File: config.mk
export PLATFORM = sky130hd
export DESIGN_NAME = sgd_top
export DESIGN_NICKNAME = d
export VERILOG_FILES = /design/src/sgd_pkg.sv /design/src/sgd_flag.sv /design/src/sgd_rate.sv /design/src/sgd_top.sv
export SDC_FILE = /design/constraint.sdc
export NUM_CORES = 2
export LEC_CHECK = 0
export BUFFER_PORTS_ARGS = -buffer_cell sky130_fd_sc_hd__buf_2
export CELL_PAD_IN_SITES_DETAIL_PLACEMENT = 0
export CELL_PAD_IN_SITES_GLOBAL_PLACEMENT = 2
export CORE_AREA = 2 2 390 392
export CTS_BUF_LIST = sky130_fd_sc_hd__clkbuf_8
export DETAILED_ROUTE_END_ITERATION = 10
export DIE_AREA = 0 0 392 394
export PLACE_DENSITY_LB_ADDON = 0.05
export RECOVER_POWER = 50
export SLEW_MARGIN = 20
export SYNTH_ARGS = -nofsm -noshare
export SYNTH_HDL_FRONTEND = slang
export SYNTH_SLANG_ARGS = --single-unit
export TNS_END_PERCENT = 1
File: constraint.sdc
create_clock -name i_mclk -period 7.97 [get_ports i_mclk]
set_input_delay 0.3985 -clock i_mclk [delete_from_list [all_inputs] [get_ports i_mclk]]
set_output_delay 0.3985 -clock i_mclk [all_outputs]
set_load 0.02 [all_outputs]
File: src/sgd_pkg.sv
// Constants for the scatter-gather DMA register set.
package sgd_pkg;
   localparam int NENG = 4;
   // Engines 0,1 are host_to_card, engines 2,3 are card_to_host.
   localparam logic [31:0] CH_PAGES   = 32'h21200100;
   localparam logic [15:0] COMMON_ADR = 16'h4000;
   localparam int NUSR = 5;
   localparam logic [39:0] USR_PAGES  = 40'h9190828180;
   // Register offsets within a channel.
   localparam logic [7:0] OFS_CTRL  = 8'h04;
   localparam logic [7:0] OFS_NDP   = 8'h08;
   localparam logic [7:0] OFS_SDP   = 8'h0c;
   localparam logic [7:0] OFS_BYTES = 8'h1c;
   // Engine control and status bits.
   localparam int CTL_IEN  = 0;
   localparam int CTL_IACT = 1;
   localparam int CTL_EN   = 8;
   localparam int CTL_RUN  = 10;
   localparam int CTL_WAIT = 11;
   localparam int CTL_RREQ = 14;
   localparam int CTL_RST  = 15;
   // Sticky flag indices, flag k sits at control bit k+1.
   localparam int NFLG  = 5;
   localparam int F_ACT = 0;
   localparam int F_IOC = 1;
   localparam int F_ALN = 2;
   localparam int F_FET = 3;
   localparam int F_ABT = 4;
   localparam int PTR_LSB = 5;
   localparam int PTR_W   = 27;
   localparam logic [PTR_W-1:0] PTR_STEP = 27'h1;
   localparam logic [PTR_LSB-1:0] PTR_PAD = 5'h00;
   localparam int CNT_LSB = 2;
   // Common register bits.
   localparam int CM_GIE  = 0;
   localparam int CM_IACT = 1;
   localparam int CM_PEND = 2;
   localparam int CM_MODE = 3;
   localparam int CM_UIE  = 4;
   localparam int CM_UACT = 5;
   localparam int CM_H2C  = 16;
   localparam int CM_C2H  = 24;
   localparam int NH2C    = 2;
   // Byte count sampling interval.
   localparam longint SAMPLE_NS = 1000000000;
   localparam longint CLK_NS    = 4;
   localparam int unsigned SAMPLE_CYCLES = int'(SAMPLE_NS / CLK_NS);
   localparam int TICK_W = 28;
endpackage

File: src/sgd_flag.sv
// Sticky write-one-to-clear status flag.
`timescale 1ns/1ps
module sgd_flag (
   // Clock and reset
   input  wire logic i_mclk,
   input  wire logic i_rst_n,
   // Control
   input  wire logic i_set,
   input  wire logic i_clr,
   output logic      o_q
);
   typedef struct packed {
      logic q;
   } sgd_flag_s;

   sgd_flag_s st;
   sgd_flag_s next_st;

   // A hardware event in the clear cycle is kept, so no event is lost.
   always_comb begin
      next_st = st;
      if (i_set) begin
         next_st.q = 1'b1;
      end else if (i_clr) begin
         next_st.q = 1'b0;
      end
   end

   always_ff @(posedge i_mclk or negedge i_rst_n) begin
      if (!i_rst_n) begin
         st <= '0;
      end else begin
         st <= next_st;
      end
   end

   assign o_q = st.q;
endmodule

File: src/sgd_rate.sv
// Per-second transferred byte counter with sample counter.
`timescale 1ns/1ps
module sgd_rate #(
   parameter int unsigned PERIOD = sgd_pkg::SAMPLE_CYCLES
) (
   // Clock and reset
   input  wire logic        i_mclk,
   input  wire logic        i_rst_n,
   // Byte stream
   input  wire logic        i_valid,
   input  wire logic [15:0] i_bytes,
   output logic [31:0]      o_count
);
   typedef struct packed {
      logic [sgd_pkg::TICK_W-1:0] tick;
      logic [31:0]                acc;
      logic [29:0]                last;
      logic [1:0]                 samp;
   } sgd_rate_s;

   sgd_rate_s   st;
   sgd_rate_s   next_st;
   logic [31:0] add;

   // The acc wraps silently; one second at full rate can exceed it.
   always_comb begin
      next_st = st;
      add = i_valid ? {16'h0000, i_bytes} : 32'h0000_0000;
      next_st.acc = st.acc + add;
      next_st.tick = st.tick + 1'b1;
      if (st.tick == sgd_pkg::TICK_W'(PERIOD - 1)) begin
         next_st.tick = '0;
         next_st.last = next_st.acc[31:sgd_pkg::CNT_LSB];
         next_st.samp = st.samp + 2'h1;
         next_st.acc  = 32'h0000_0000;
      end
   end

   always_ff @(posedge i_mclk or negedge i_rst_n) begin
      if (!i_rst_n) begin
         st <= '0;
      end else begin
         st <= next_st;
      end
   end

   assign o_count = {st.last, st.samp};
endmodule

File: src/sgd_top.sv
// Register set of a four-engine descriptor DMA with common interrupt control.
`timescale 1ns/1ps
module sgd_top #(
   parameter int unsigned SAMPLE_CYCLES = sgd_pkg::SAMPLE_CYCLES
) (
   // Clock and reset
   input  wire logic             i_mclk,
   input  wire logic             i_rst_n,
   // Host register access
   input  wire logic             i_wr,
   input  wire logic             i_rd,
   input  wire logic [15:0]      i_addr,
   input  wire logic [31:0]      i_wdata,
   output logic [31:0]           o_rdata,
   output logic                  o_rvalid,
   // Data mover side, one lane per engine
   input  wire logic [3:0]       i_desc_done,
   input  wire logic [3:0]       i_desc_ioc,
   input  wire logic [3:0]       i_align_err,
   input  wire logic [3:0]       i_fetch_err,
   input  wire logic [3:0]       i_xfer_valid,
   input  wire logic [3:0][15:0] i_xfer_bytes,
   output logic [3:0]            o_running,
   output logic [3:0][31:0]      o_desc_addr,
   // User logic handshake and interrupts
   input  wire logic [3:0]       i_user_ack,
   input  wire logic             i_user_irq,
   input  wire logic             i_intx_mode,
   output logic [3:0]            o_user_rst_req,
   output logic [3:0]            o_user_rst,
   output logic                  o_irq,
   // User register windows
   output logic                  o_usr_wr,
   output logic                  o_usr_rd,
   output logic [2:0]            o_usr_win,
   output logic [7:0]            o_usr_addr,
   output logic [31:0]           o_usr_wdata,
   input  wire logic [31:0]      i_usr_rdata
);
   typedef struct packed {
      logic [3:0]                          ien;
      logic [3:0]                          en;
      logic [3:0]                          rreq;
      logic [3:0]                          rst;
      logic [3:0]                          run;
      logic [3:0]                          idle;
      logic [3:0][sgd_pkg::PTR_W-1:0]      ndp;
      logic [3:0][sgd_pkg::PTR_W-1:0]      sdp;
      logic                                gie;
      logic                                uie;
      logic                                irq;
      logic                                rd1;
      logic                                rd_usr;
      logic [31:0]                         rbuf;
      logic                                rvalid;
      logic [31:0]                         rdata;
      logic                                usr_wr;
      logic                                usr_rd;
      logic [2:0]                          usr_win;
      logic [7:0]                          usr_addr;
      logic [31:0]                         usr_wdata;
   } sgd_top_s;

   sgd_top_s                st;
   sgd_top_s                next_st;
   logic [3:0][4:0]         flg;
   logic [3:0][4:0]         fset;
   logic [3:0][4:0]         fclr;
   logic [3:0][31:0]        cnt;
   logic [3:0]              eng_irq;
   logic                    uact;
   logic                    uclr;
   logic                    pend;
   logic                    com_hit;
   logic [7:0]              page;
   logic [7:0]              ofs;

   // ------------------------------------------------------------------
   // Sticky flags and byte counters
   // ------------------------------------------------------------------
   assign page    = i_addr[15:8];
   assign ofs     = i_addr[7:0];
   assign com_hit = (i_addr == sgd_pkg::COMMON_ADR);

   for (genvar e = 0; e < sgd_pkg::NENG; e++) begin : g_eng
      logic hit;
      logic wctl;
      assign hit  = (page == sgd_pkg::CH_PAGES[e*8 +: 8]);
      assign wctl = i_wr && hit && (ofs == sgd_pkg::OFS_CTRL);
      assign fset[e][sgd_pkg::F_IOC] = i_desc_ioc[e];
      assign fset[e][sgd_pkg::F_ALN] = i_align_err[e];
      assign fset[e][sgd_pkg::F_FET] = i_fetch_err[e];
      // Abort is a reset request or reset issued while moving data.
      assign fset[e][sgd_pkg::F_ABT] = wctl && st.run[e]
         && (i_wdata[sgd_pkg::CTL_RREQ] || i_wdata[sgd_pkg::CTL_RST]);
      assign fset[e][sgd_pkg::F_ACT] = |fset[e][sgd_pkg::NFLG-1:1];
      for (genvar k = 0; k < sgd_pkg::NFLG; k++) begin : g_flg
         // Bits written as one clear, as does an engine reset; zeros leave flags alone.
         assign fclr[e][k] = (wctl && i_wdata[k+1]) || st.rst[e];
         sgd_flag u_flag (
            .i_mclk  (i_mclk),
            .i_rst_n (i_rst_n),
            .i_set   (fset[e][k]),
            .i_clr   (fclr[e][k]),
            .o_q     (flg[e][k])
         );
      end
      sgd_rate #(
         .PERIOD (SAMPLE_CYCLES)
      ) u_rate (
         .i_mclk  (i_mclk),
         .i_rst_n (i_rst_n),
         .i_valid (i_xfer_valid[e]),
         .i_bytes (i_xfer_bytes[e]),
         .o_count (cnt[e])
      );
      assign eng_irq[e] = st.ien[e] && flg[e][sgd_pkg::F_ACT];
   end

   assign uclr = i_wr && com_hit && i_wdata[sgd_pkg::CM_UACT];
   sgd_flag u_uact (
      .i_mclk  (i_mclk),
      .i_rst_n (i_rst_n),
      .i_set   (i_user_irq),
      .i_clr   (uclr),
      .o_q     (uact)
   );
   assign pend = (|eng_irq) || (st.uie && uact);

   // ------------------------------------------------------------------
   // Register update and read selection
   // ------------------------------------------------------------------
   always_comb begin
      logic [31:0] rsel;
      logic        usr_hit;
      rsel = 32'h0000_0000;
      usr_hit = 1'b0;
      next_st = st;
      next_st.usr_wr = 1'b0;
      next_st.usr_rd = 1'b0;
      for (int e = 0; e < sgd_pkg::NENG; e++) begin
         next_st.rst[e] = 1'b0;
         if (st.rst[e]) begin
            next_st.en[e]   = 1'b0;
            next_st.rreq[e] = 1'b0;
            next_st.ndp[e]  = '0;
         end else if (st.run[e] && i_desc_done[e]) begin
            next_st.ndp[e] = st.ndp[e] + sgd_pkg::PTR_STEP;
         end
         if (i_user_ack[e]) begin
            next_st.rreq[e] = 1'b0;
         end
         if (i_align_err[e]) begin
            next_st.en[e] = 1'b0;
         end
         if (i_wr && page == sgd_pkg::CH_PAGES[e*8 +: 8]) begin
            case (ofs)
               sgd_pkg::OFS_CTRL: begin
                  next_st.ien[e] = i_wdata[sgd_pkg::CTL_IEN];
                  next_st.en[e]  = i_wdata[sgd_pkg::CTL_EN];
                  next_st.rst[e] = i_wdata[sgd_pkg::CTL_RST];
                  if (i_wdata[sgd_pkg::CTL_RREQ]) begin
                     next_st.rreq[e] = 1'b1;
                  end
               end
               sgd_pkg::OFS_NDP: begin
                  if (!st.en[e]) begin
                     next_st.ndp[e] = i_wdata[31:sgd_pkg::PTR_LSB];
                  end
               end
               sgd_pkg::OFS_SDP: begin
                  next_st.sdp[e] = i_wdata[31:sgd_pkg::PTR_LSB];
               end
               default: begin
               end
            endcase
         end
         // Work exists only before the host owned descriptor.
         next_st.run[e]  = next_st.en[e] && (next_st.ndp[e] != next_st.sdp[e]);
         next_st.idle[e] = next_st.en[e] && (next_st.ndp[e] == next_st.sdp[e]);
         if (page == sgd_pkg::CH_PAGES[e*8 +: 8]) begin
            case (ofs)
               sgd_pkg::OFS_CTRL: begin
                  rsel[sgd_pkg::CTL_IEN] = st.ien[e];
                  for (int k = 0; k < sgd_pkg::NFLG; k++) begin
                     rsel[sgd_pkg::CTL_IACT + k] = flg[e][k];
                  end
                  rsel[sgd_pkg::CTL_EN]   = st.en[e];
                  rsel[sgd_pkg::CTL_RUN]  = st.run[e];
                  rsel[sgd_pkg::CTL_WAIT] = st.idle[e];
                  rsel[sgd_pkg::CTL_RREQ] = st.rreq[e];
                  rsel[sgd_pkg::CTL_RST]  = st.rst[e];
               end
               sgd_pkg::OFS_NDP: begin
                  rsel = {st.ndp[e], sgd_pkg::PTR_PAD};
               end
               sgd_pkg::OFS_SDP: begin
                  rsel = {st.sdp[e], sgd_pkg::PTR_PAD};
               end
               sgd_pkg::OFS_BYTES: begin
                  rsel = cnt[e];
               end
               default: begin
                  rsel = 32'h0000_0000;
               end
            endcase
         end
      end
      if (com_hit) begin
         if (i_wr) begin
            next_st.gie = i_wdata[sgd_pkg::CM_GIE];
            next_st.uie = i_wdata[sgd_pkg::CM_UIE];
         end
         rsel[sgd_pkg::CM_GIE]  = st.gie;
         rsel[sgd_pkg::CM_IACT] = st.gie && pend;
         rsel[sgd_pkg::CM_PEND] = pend;
         rsel[sgd_pkg::CM_MODE] = i_intx_mode;
         rsel[sgd_pkg::CM_UIE]  = st.uie;
         rsel[sgd_pkg::CM_UACT] = uact;
         // Absent engine slots above the fitted ones stay zero.
         for (int e = 0; e < sgd_pkg::NH2C; e++) begin
            rsel[sgd_pkg::CM_H2C + e] = eng_irq[e];
            rsel[sgd_pkg::CM_C2H + e] = eng_irq[sgd_pkg::NH2C + e];
         end
      end
      for (int u = 0; u < sgd_pkg::NUSR; u++) begin
         if (page == sgd_pkg::USR_PAGES[u*8 +: 8]) begin
            usr_hit = 1'b1;
            next_st.usr_win   = 3'(u);
            next_st.usr_addr  = ofs;
            next_st.usr_wdata = i_wdata;
            next_st.usr_wr    = i_wr;
            next_st.usr_rd    = i_rd;
         end
      end
      next_st.irq    = st.gie && pend;
      next_st.rd1    = i_rd;
      next_st.rd_usr = usr_hit;
      next_st.rbuf   = rsel;
      next_st.rvalid = st.rd1;
      // User data is taken in the cycle of the forwarded strobe; the word holds until the next read.
      if (st.rd1) begin
         next_st.rdata = st.rd_usr ? i_usr_rdata : st.rbuf;
      end
   end

   always_ff @(posedge i_mclk or negedge i_rst_n) begin
      if (!i_rst_n) begin
         st <= '0;
      end else begin
         st <= next_st;
      end
   end

   // ------------------------------------------------------------------
   // Outputs
   // ------------------------------------------------------------------
   assign o_rdata        = st.rdata;
   assign o_rvalid       = st.rvalid;
   assign o_running      = st.run;
   assign o_user_rst_req = st.rreq;
   assign o_user_rst     = st.rst;
   assign o_irq          = st.irq;
   assign o_usr_wr       = st.usr_wr;
   assign o_usr_rd       = st.usr_rd;
   assign o_usr_win      = st.usr_win;
   assign o_usr_addr     = st.usr_addr;
   assign o_usr_wdata    = st.usr_wdata;
   for (genvar e = 0; e < sgd_pkg::NENG; e++) begin : g_out
      assign o_desc_addr[e] = {st.ndp[e], sgd_pkg::PTR_PAD};
   end

   // ------------------------------------------------------------------
   // Assertions
   // ------------------------------------------------------------------
   property p_ndp_lock;
      @(posedge i_mclk) disable iff (!i_rst_n)
      st.en[2] && !i_desc_done[2] && !st.rst[2] |=> $stable(st.ndp[2]);
   endproperty
   a_ndp_lock: assert property (p_ndp_lock) else $error("pointer moved while enabled");

   property p_ndp_write;
      @(posedge i_mclk) disable iff (!i_rst_n)
      i_wr && i_addr == 16'h2108 && !st.en[3] && !st.rst[3]
         |=> st.ndp[3] == $past(i_wdata[31:5]);
   endproperty
   a_ndp_write: assert property (p_ndp_write) else $error("pointer write lost");

   property p_ptr_pad;
      @(posedge i_mclk) disable iff (!i_rst_n)
      i_rd && i_addr == 16'h010c |-> ##2 o_rvalid && o_rdata[4:0] == 5'h00;
   endproperty
   a_ptr_pad: assert property (p_ptr_pad) else $error("pointer low bits not zero");

   property p_ioc_flag;
      @(posedge i_mclk) disable iff (!i_rst_n)
      i_desc_ioc[0] |=> flg[0][1] && flg[0][0];
   endproperty
   a_ioc_flag: assert property (p_ioc_flag) else $error("completion flag not set");

   property p_w1c_zero;
      @(posedge i_mclk) disable iff (!i_rst_n)
      flg[1][3] && i_wr && i_addr == 16'h0104 && !i_wdata[4] && !st.rst[1] |=> flg[1][3];
   endproperty
   a_w1c_zero: assert property (p_w1c_zero) else $error("flag lost on zero write");

   property p_run_gap;
      @(posedge i_mclk) disable iff (!i_rst_n)
      o_running[0] |-> st.en[0] && st.ndp[0] != st.sdp[0] && !st.idle[0];
   endproperty
   a_run_gap: assert property (p_run_gap) else $error("running at owned descriptor");

   property p_user_rst;
      @(posedge i_mclk) disable iff (!i_rst_n)
      i_wr && i_addr == 16'h2004 && i_wdata[15] |=> o_user_rst[2] ##1 !o_user_rst[2] && !st.en[2];
   endproperty
   a_user_rst: assert property (p_user_rst) else $error("reset pulse wrong");

   property p_ack_clr;
      @(posedge i_mclk) disable iff (!i_rst_n)
      i_user_ack[1] && !(i_wr && i_addr == 16'h0104 && i_wdata[14]) |=> !o_user_rst_req[1];
   endproperty
   a_ack_clr: assert property (p_ack_clr) else $error("reset request not cleared");

   property p_irq_gate;
      @(posedge i_mclk) disable iff (!i_rst_n)
      ##1 o_irq == ($past(st.gie) && $past(pend));
   endproperty
   a_irq_gate: assert property (p_irq_gate) else $error("interrupt gating wrong");

   c_irq: cover property (@(posedge i_mclk) disable iff (!i_rst_n) $rose(o_irq));
   c_run: cover property (@(posedge i_mclk) disable iff (!i_rst_n) o_running[0] ##[1:20] st.idle[0]);
   c_usr: cover property (@(posedge i_mclk) disable iff (!i_rst_n) o_usr_rd ##1 o_rvalid);
endmodule

# After elaboration in Yosys (flattened, before gate mapping)
# Index checks and enable logic that the tools add are counted.
[classes] add_sub_neg=16 eq_ne=25 n_mux=169 n_reduce_logical=111
[op_table] op="two-way mux 27 bit" n=28
[op_table] op="two-way mux 92 bit" n=4
[op_table] op="two-way mux 45 bit" n=5
[op_table] op="case mux 16 bit (4 select lines)" n=3
[op_table] op="two-way mux 32 bit" n=5
[op_table] op="adder 32 bit" n=4
[op_table] op="adder 28 x 1 -> 28 bit (second input constant)" n=4
[op_table] op="== test 28 bit (second input constant)" n=4
[op_table] op="case mux 2 bit (4 select lines)" n=14
[op_table] op="adder 27 x 1 -> 27 bit (second input constant)" n=4
[op_table] op="== test 27 bit" n=4
[op_table] op="inequality test 27 bit" n=4
[op_table] op="case mux 6 bit (4 select lines)" n=4
[op_table] op="two-way mux 1 bit" n=88
[op_table] op="two-way mux 16 bit" n=4
[op_table] op="logical AND 1 bit" n=56
[op_table] op="case mux 16 bit (3 select lines)" n=1
[op_table] op="nonzero test 2 bit" n=21
[op_table] op="== test 8 bit (second input constant)" n=5
[op_table] op="case mux 1 bit (4 select lines)" n=7
[op_table] op="logical OR 1 bit" n=22
[op_table] op="OR reduction 4 bit" n=5
[op_table] op="== test 16 x 15 -> 1 bit (second input constant)" n=1
[op_table] op="== test 8 x 4 -> 1 bit (second input constant)" n=2
[op_table] op="12 further kinds" n=22
[word_totals] ff_bits=744 in_bits=174 out_inout_bits=219 word_cells=388

# Longest topological paths before layout
[depth] word_depth=10 depth_mapped=13 mapped_depth_nobuf=12

# By module
# Synthesis repeated with hierarchy kept, for this count alone.
[hier_totals] cells_unflattened=5225 hier_area_um2=45448.6
[by_module_without_submodules] module="sgd_top" instances=1 cells_per_inst=3093 area_per_inst_um2=24807.5 seq_area_each_um2=8883.5
[by_module_without_submodules] module="sgd_rate (g_eng[0].u_rate ...)" instances=3 cells_per_inst=515 area_per_inst_um2=4997.3 seq_area_each_um2=2302.2
[by_module_without_submodules] module="sgd_rate (g_eng[1].u_rate)" instances=1 cells_per_inst=524 area_per_inst_um2=4887.2 seq_area_each_um2=2302.2
[by_module_without_submodules] module="sgd_flag" instances=21 cells_per_inst=3 area_per_inst_um2=36.3 seq_area_each_um2=25.0

# Worst setup path after synthesis
# OpenSTA, ideal clock, no wires.
[synth_path] path_type="input-to-reg" start="in i_xfer_bytes[32] (netlist bit)" end="reg g_eng[2].u_rate.st, in the netlist g_eng[2].u_rate.o_count[28]" setup_ps=137 arrival_time_ps=3654 t_required_ps=7833 setup_slack_ps=4179 path_stages=12 path_buffers=0 path_cell_list="and2_1 -> ha_1 -> fa_1 -> a21o_1 -> a21oi_1 -> o21ai_0 -> a2111oi_0 -> o31ai_1 -> a2111oi_1 -> nor3b_1 -> xnor2_1 -> a21oi_1"
[synth_between] elab_chain_len=2
[synth_rtl] element="start: declaration" line="sgd_top.sv:22" rtl="input wire logic [3:0][15:0] i_xfer_bytes,"
[synth_rtl] element="two-way mux 16 bit" line="sgd_rate.sv:28" rtl="add = i_valid ? {16'h0000, i_bytes} : 32'h0000_0000;"
[synth_rtl] element="adder 32 bit" line="sgd_rate.sv:29" rtl="next_st.acc = st.acc + add;"
[synth_rtl] element="end signal: assignment" line="sgd_rate.sv:43" rtl="st <= next_st;"
[synth_rtl] element="end: declaration" line="sgd_rate.sv:21" rtl="sgd_rate_s st;"
# Every way passes these cells.
# A chain may end at the register's enable or synchronous reset.

==> flow_metrics.env <==
export IMPL_status="complete, but fails checks"
export IMPL_violations="max-capacitance violations, max-slew violations"
export IMPL_drc=0
export IMPL_fillCellCount=16200
export IMPL_yosysMostFrequentCell="dfrtp_1"
export IMPL_slew_headroom_pct=-242
export IMPL_clk_pin_slew_ps=60
export IMPL_multi_input_area_um2=20400
export IMPL_cts_tree="done"
export IMPL_ff_latch_area_um2=18600
export IMPL_crit_path_frequent_cell="buf_4"
export IMPL_clk_path_buf_depth=3
export IMPL_cts_buffers=153
export IMPL_dp_hpwl_mm=148
export IMPL_ys_flop_type="dfrtp_1"
export IMPL_first_pass_iters=9
export IMPL_muxShareOfSynthArea_pct=1.42
export IMPL_crit_required_ps=8840
export IMPL_placed_area_um2=44700
export IMPL_synthesis_area_um2=41800
export IMPL_crit_buf_inv=4
export IMPL_cp_arrival_ps=6190
export IMPL_grt_use_total_pct=25.7
export IMPL_ys_ff_latch=744
export IMPL_final_area_um2=48700
export IMPL_synth_xor_area_share_pct=7.16
export IMPL_synthTopCellsByCount="dfrtp_1, nand2_1, nor2_1, o21ai_0, clkbuf_1"
export IMPL_syn2layout_area_growth_pct=16.5
export IMPL_start_kind="input port"
export IMPL_detail_route_antenna_nets=0
export IMPL_start_util_pct=27.8
export IMPL_syn_area_per_cell_um2=9.04
export IMPL_endpoint_kind="asynchronous set/reset pin"
export IMPL_clk_latency_ps=920
export IMPL_yosys_warnings=0
export IMPL_grt_overflow_total=0
export IMPL_synth_edff_count=0
export IMPL_ir_worst_vdd_v=0.000120
export IMPL_hold_slack_ps=91.2
export IMPL_yosys_area_share_simple_pct=19.4
export IMPL_drt_iter0_drc=3664
export IMPL_p_per_area_nw_per_um2=216
export IMPL_synth_compound_area_share_pct=18.1
export IMPL_drv_slew=247
export IMPL_layout_drive_gt1_share_pct=12.3
export IMPL_met3_usage_pct=4.46
export IMPL_tns_ps=0
export IMPL_hold_path_class="input port to register"
export IMPL_via_per_inst=5.27
export IMPL_ios=393
export IMPL_synth_area_leaders="dfrtp_1, nand2_1, o21ai_0"
export IMPL_synth_seq_area_share_pct=44.5
export IMPL_finClkSkew_ps=42.4
export IMPL_busiest_layer="met2"
export IMPL_p_leak_nw=20.8
export IMPL_max_freq_ghz=0.188
export IMPL_grt_pass1_vias=36800
export IMPL_vias=37300
export IMPL_synth_top_cell_area_share_pct=44.5
export IMPL_die_area_um2=154000
export IMPL_die_h_um=394
export IMPL_worstMarginPinSlew_ps=5120
export IMPL_grt_use_met1_pct=35.5
export IMPL_cp_max_fo=77
export IMPL_grt_pass1_wl_mm=285
export IMPL_postCtsSetupBuffers=0
export IMPL_synthArstFlopShare_pct=100
export IMPL_grt_max_degree=135
export IMPL_rows=143
export IMPL_path_delay_family="buffers and inverters"
export IMPL_final_hold_viol_count=0
export IMPL_cp_slowest_cell="clkbuf_1"
export IMPL_worstSetupPathType="input port to asynchronous set/reset pin"
export IMPL_syn_inst=4627
export IMPL_h_tree_depth=4
export IMPL_cts_root_buf="clkbuf_8"
export IMPL_layout_min_cycle_time_ps=5320
export IMPL_nets=5177
export IMPL_rsz0062_at_grt="false"
export IMPL_synth_top_family_by_area="simple AND/OR/NAND/NOR gates"
export IMPL_met2_usage_pct=40.1
export IMPL_max_stage_delay_ps=3440
export IMPL_drt_total_wl_mm=201
export IMPL_cts_sinks=744
export IMPL_grt_antenna_before_repair=18
export IMPL_maxCapViolCount=5
export IMPL_wl_per_cell_um=28.4
export IMPL_gp_congestion=0.906
export IMPL_io_buffers=372
export IMPL_synthAdderAreaFrac_pct=2.34
export IMPL_crit_path_cell_trace="dlygate4sd3_1, clkbuf_1, buf_4, buf_4"
export IMPL_finalCritPeriodShare_pct=66.7
export IMPL_netlist_top_cell_by_area="dfrtp_1"
export IMPL_die_w_um=392
export IMPL_synth_cell_types=90
export IMPL_core_area_um2=151000
export IMPL_setup_viol=0
==> cell type report <==
| class | instances | area share (%) |
|---|---|---|
| Multi-Input combinational cell | 3330 | 41.9 |
| Clock buffer | 198 | 5.59 |
| Inverter | 120 | 0.925 |
| Antenna cell | 6 | 0.0308 |
| Clock inverter | 74 | 0.832 |
| Sequential cell | 744 | 38.2 |
| Tap cell | 2030 | 5.21 |
| Timing Repair Buffer | 578 | 7.30 |
==> layer usage <==
layer	wire, um	vias to the layer above
met3	12200	282
met2	90900	1333
met1	90800	18600
li1	-	17100
met4	7470	8
met5	51	-
==> logic make-up (layout without fill, tap and decap cells) <==
kind of cell	count (synthesis)	after routing
buffers and inverters	572	970
DFF	744	744
muxes	58	58
AOI/OAI and AO/OA	1137	1137
and+or+nand+nor	1697	1697
xor gates and xnor gates	342	342
adders and majority gates	76	76
other	1	26
==> sequential cells by signal, summed over array words and instances, names as in the netlist <==
name,count
o_rvalid,1
u_uact.o_q,1
st,155
o_usr_win,3
o_usr_addr,8
o_rdata,32
g_eng.u_rate.st,240
o_usr_wdata,32
g_eng.u_rate.o_count,128
o_irq,1
o_user_rst_req,4
g_eng.g_flg.u_flag.o_q,20
o_usr_wr,1
o_usr_rd,1
o_running,4
o_desc_addr,108
next_st,1
o_user_rst,4
==> placed cells by master, fill, tap and decap left out, types with 29 or more instances in the layout <==
cell type	count
inv_1	166
ha_1	72
xnor2_1	202
a22oi_1	38
or3_1	37
clkbuf_8	198
nand2_1	580
buf_4	80
nor3_1	92
and3_1	45
nor2_1	408
and2_1	89
nor4_1	53
o31ai_1	29
o21ai_0	370
a21oi_1	209
xor2_1	140
a222oi_1	105
nand3_1	145
buf_2	229
dlygate4sd3_1	115
o221ai_1	32
nand4_1	71
dfrtp_1	743
clkbuf_1	149
o22ai_1	72
mux2i_1	47
a221oi_1	29
==> path summary, 6_finish.rpt <==
check / startpoint / endpoint / slack [ps] / cells after the start
max in group i_mclk: i_addr[5] / st[102] / 3150 / 10
max reg2reg: o_running[2] / st[333] / 3630 / 9
min in group asynchronous: i_rst_n / g_eng[0].u_rate.st[51] / 1870 / 2
max: i_rst_n / st[110] / 2650 / 4
min reg2reg: g_eng[3].u_rate.st[68] / g_eng[3].u_rate.st[68] / 470 / 1
min: i_wdata[20] / o_desc_addr[84] / 90 / 3
==> report_power, final <==
part           switching [mW]  internal, mW
combinational            1.34         0.743
sequential              0.159          4.07
clock                    1.89          2.31
==> timing repair <==
item / in CTS / in global routing
hold buffers: 115 / 0
hold endpoints to repair: 212 / 0
resized for setup: 0 / 0
endpoints found under the setup margin: 0 / 0
==> metrics by stage <==
step                instances  util, %  power (mW)  setup slack [ps]
floorplan                4646        -        5.68              4180
global placement         6683     29.6        6.38              3540
detailed placement       6687     29.6        6.38              3360
CTS                      7074     32.5        10.7              3740
global route             7076     32.3        11.1              1780
finish                   7080     32.3        10.5              2650
==> tightest hold or removal path, delay by kind of cell <==
family	cells	cell delay, ps
buf+inv	2	380
compound gates	1	170
No activity file was read; power rests on OpenSTA's default activity.
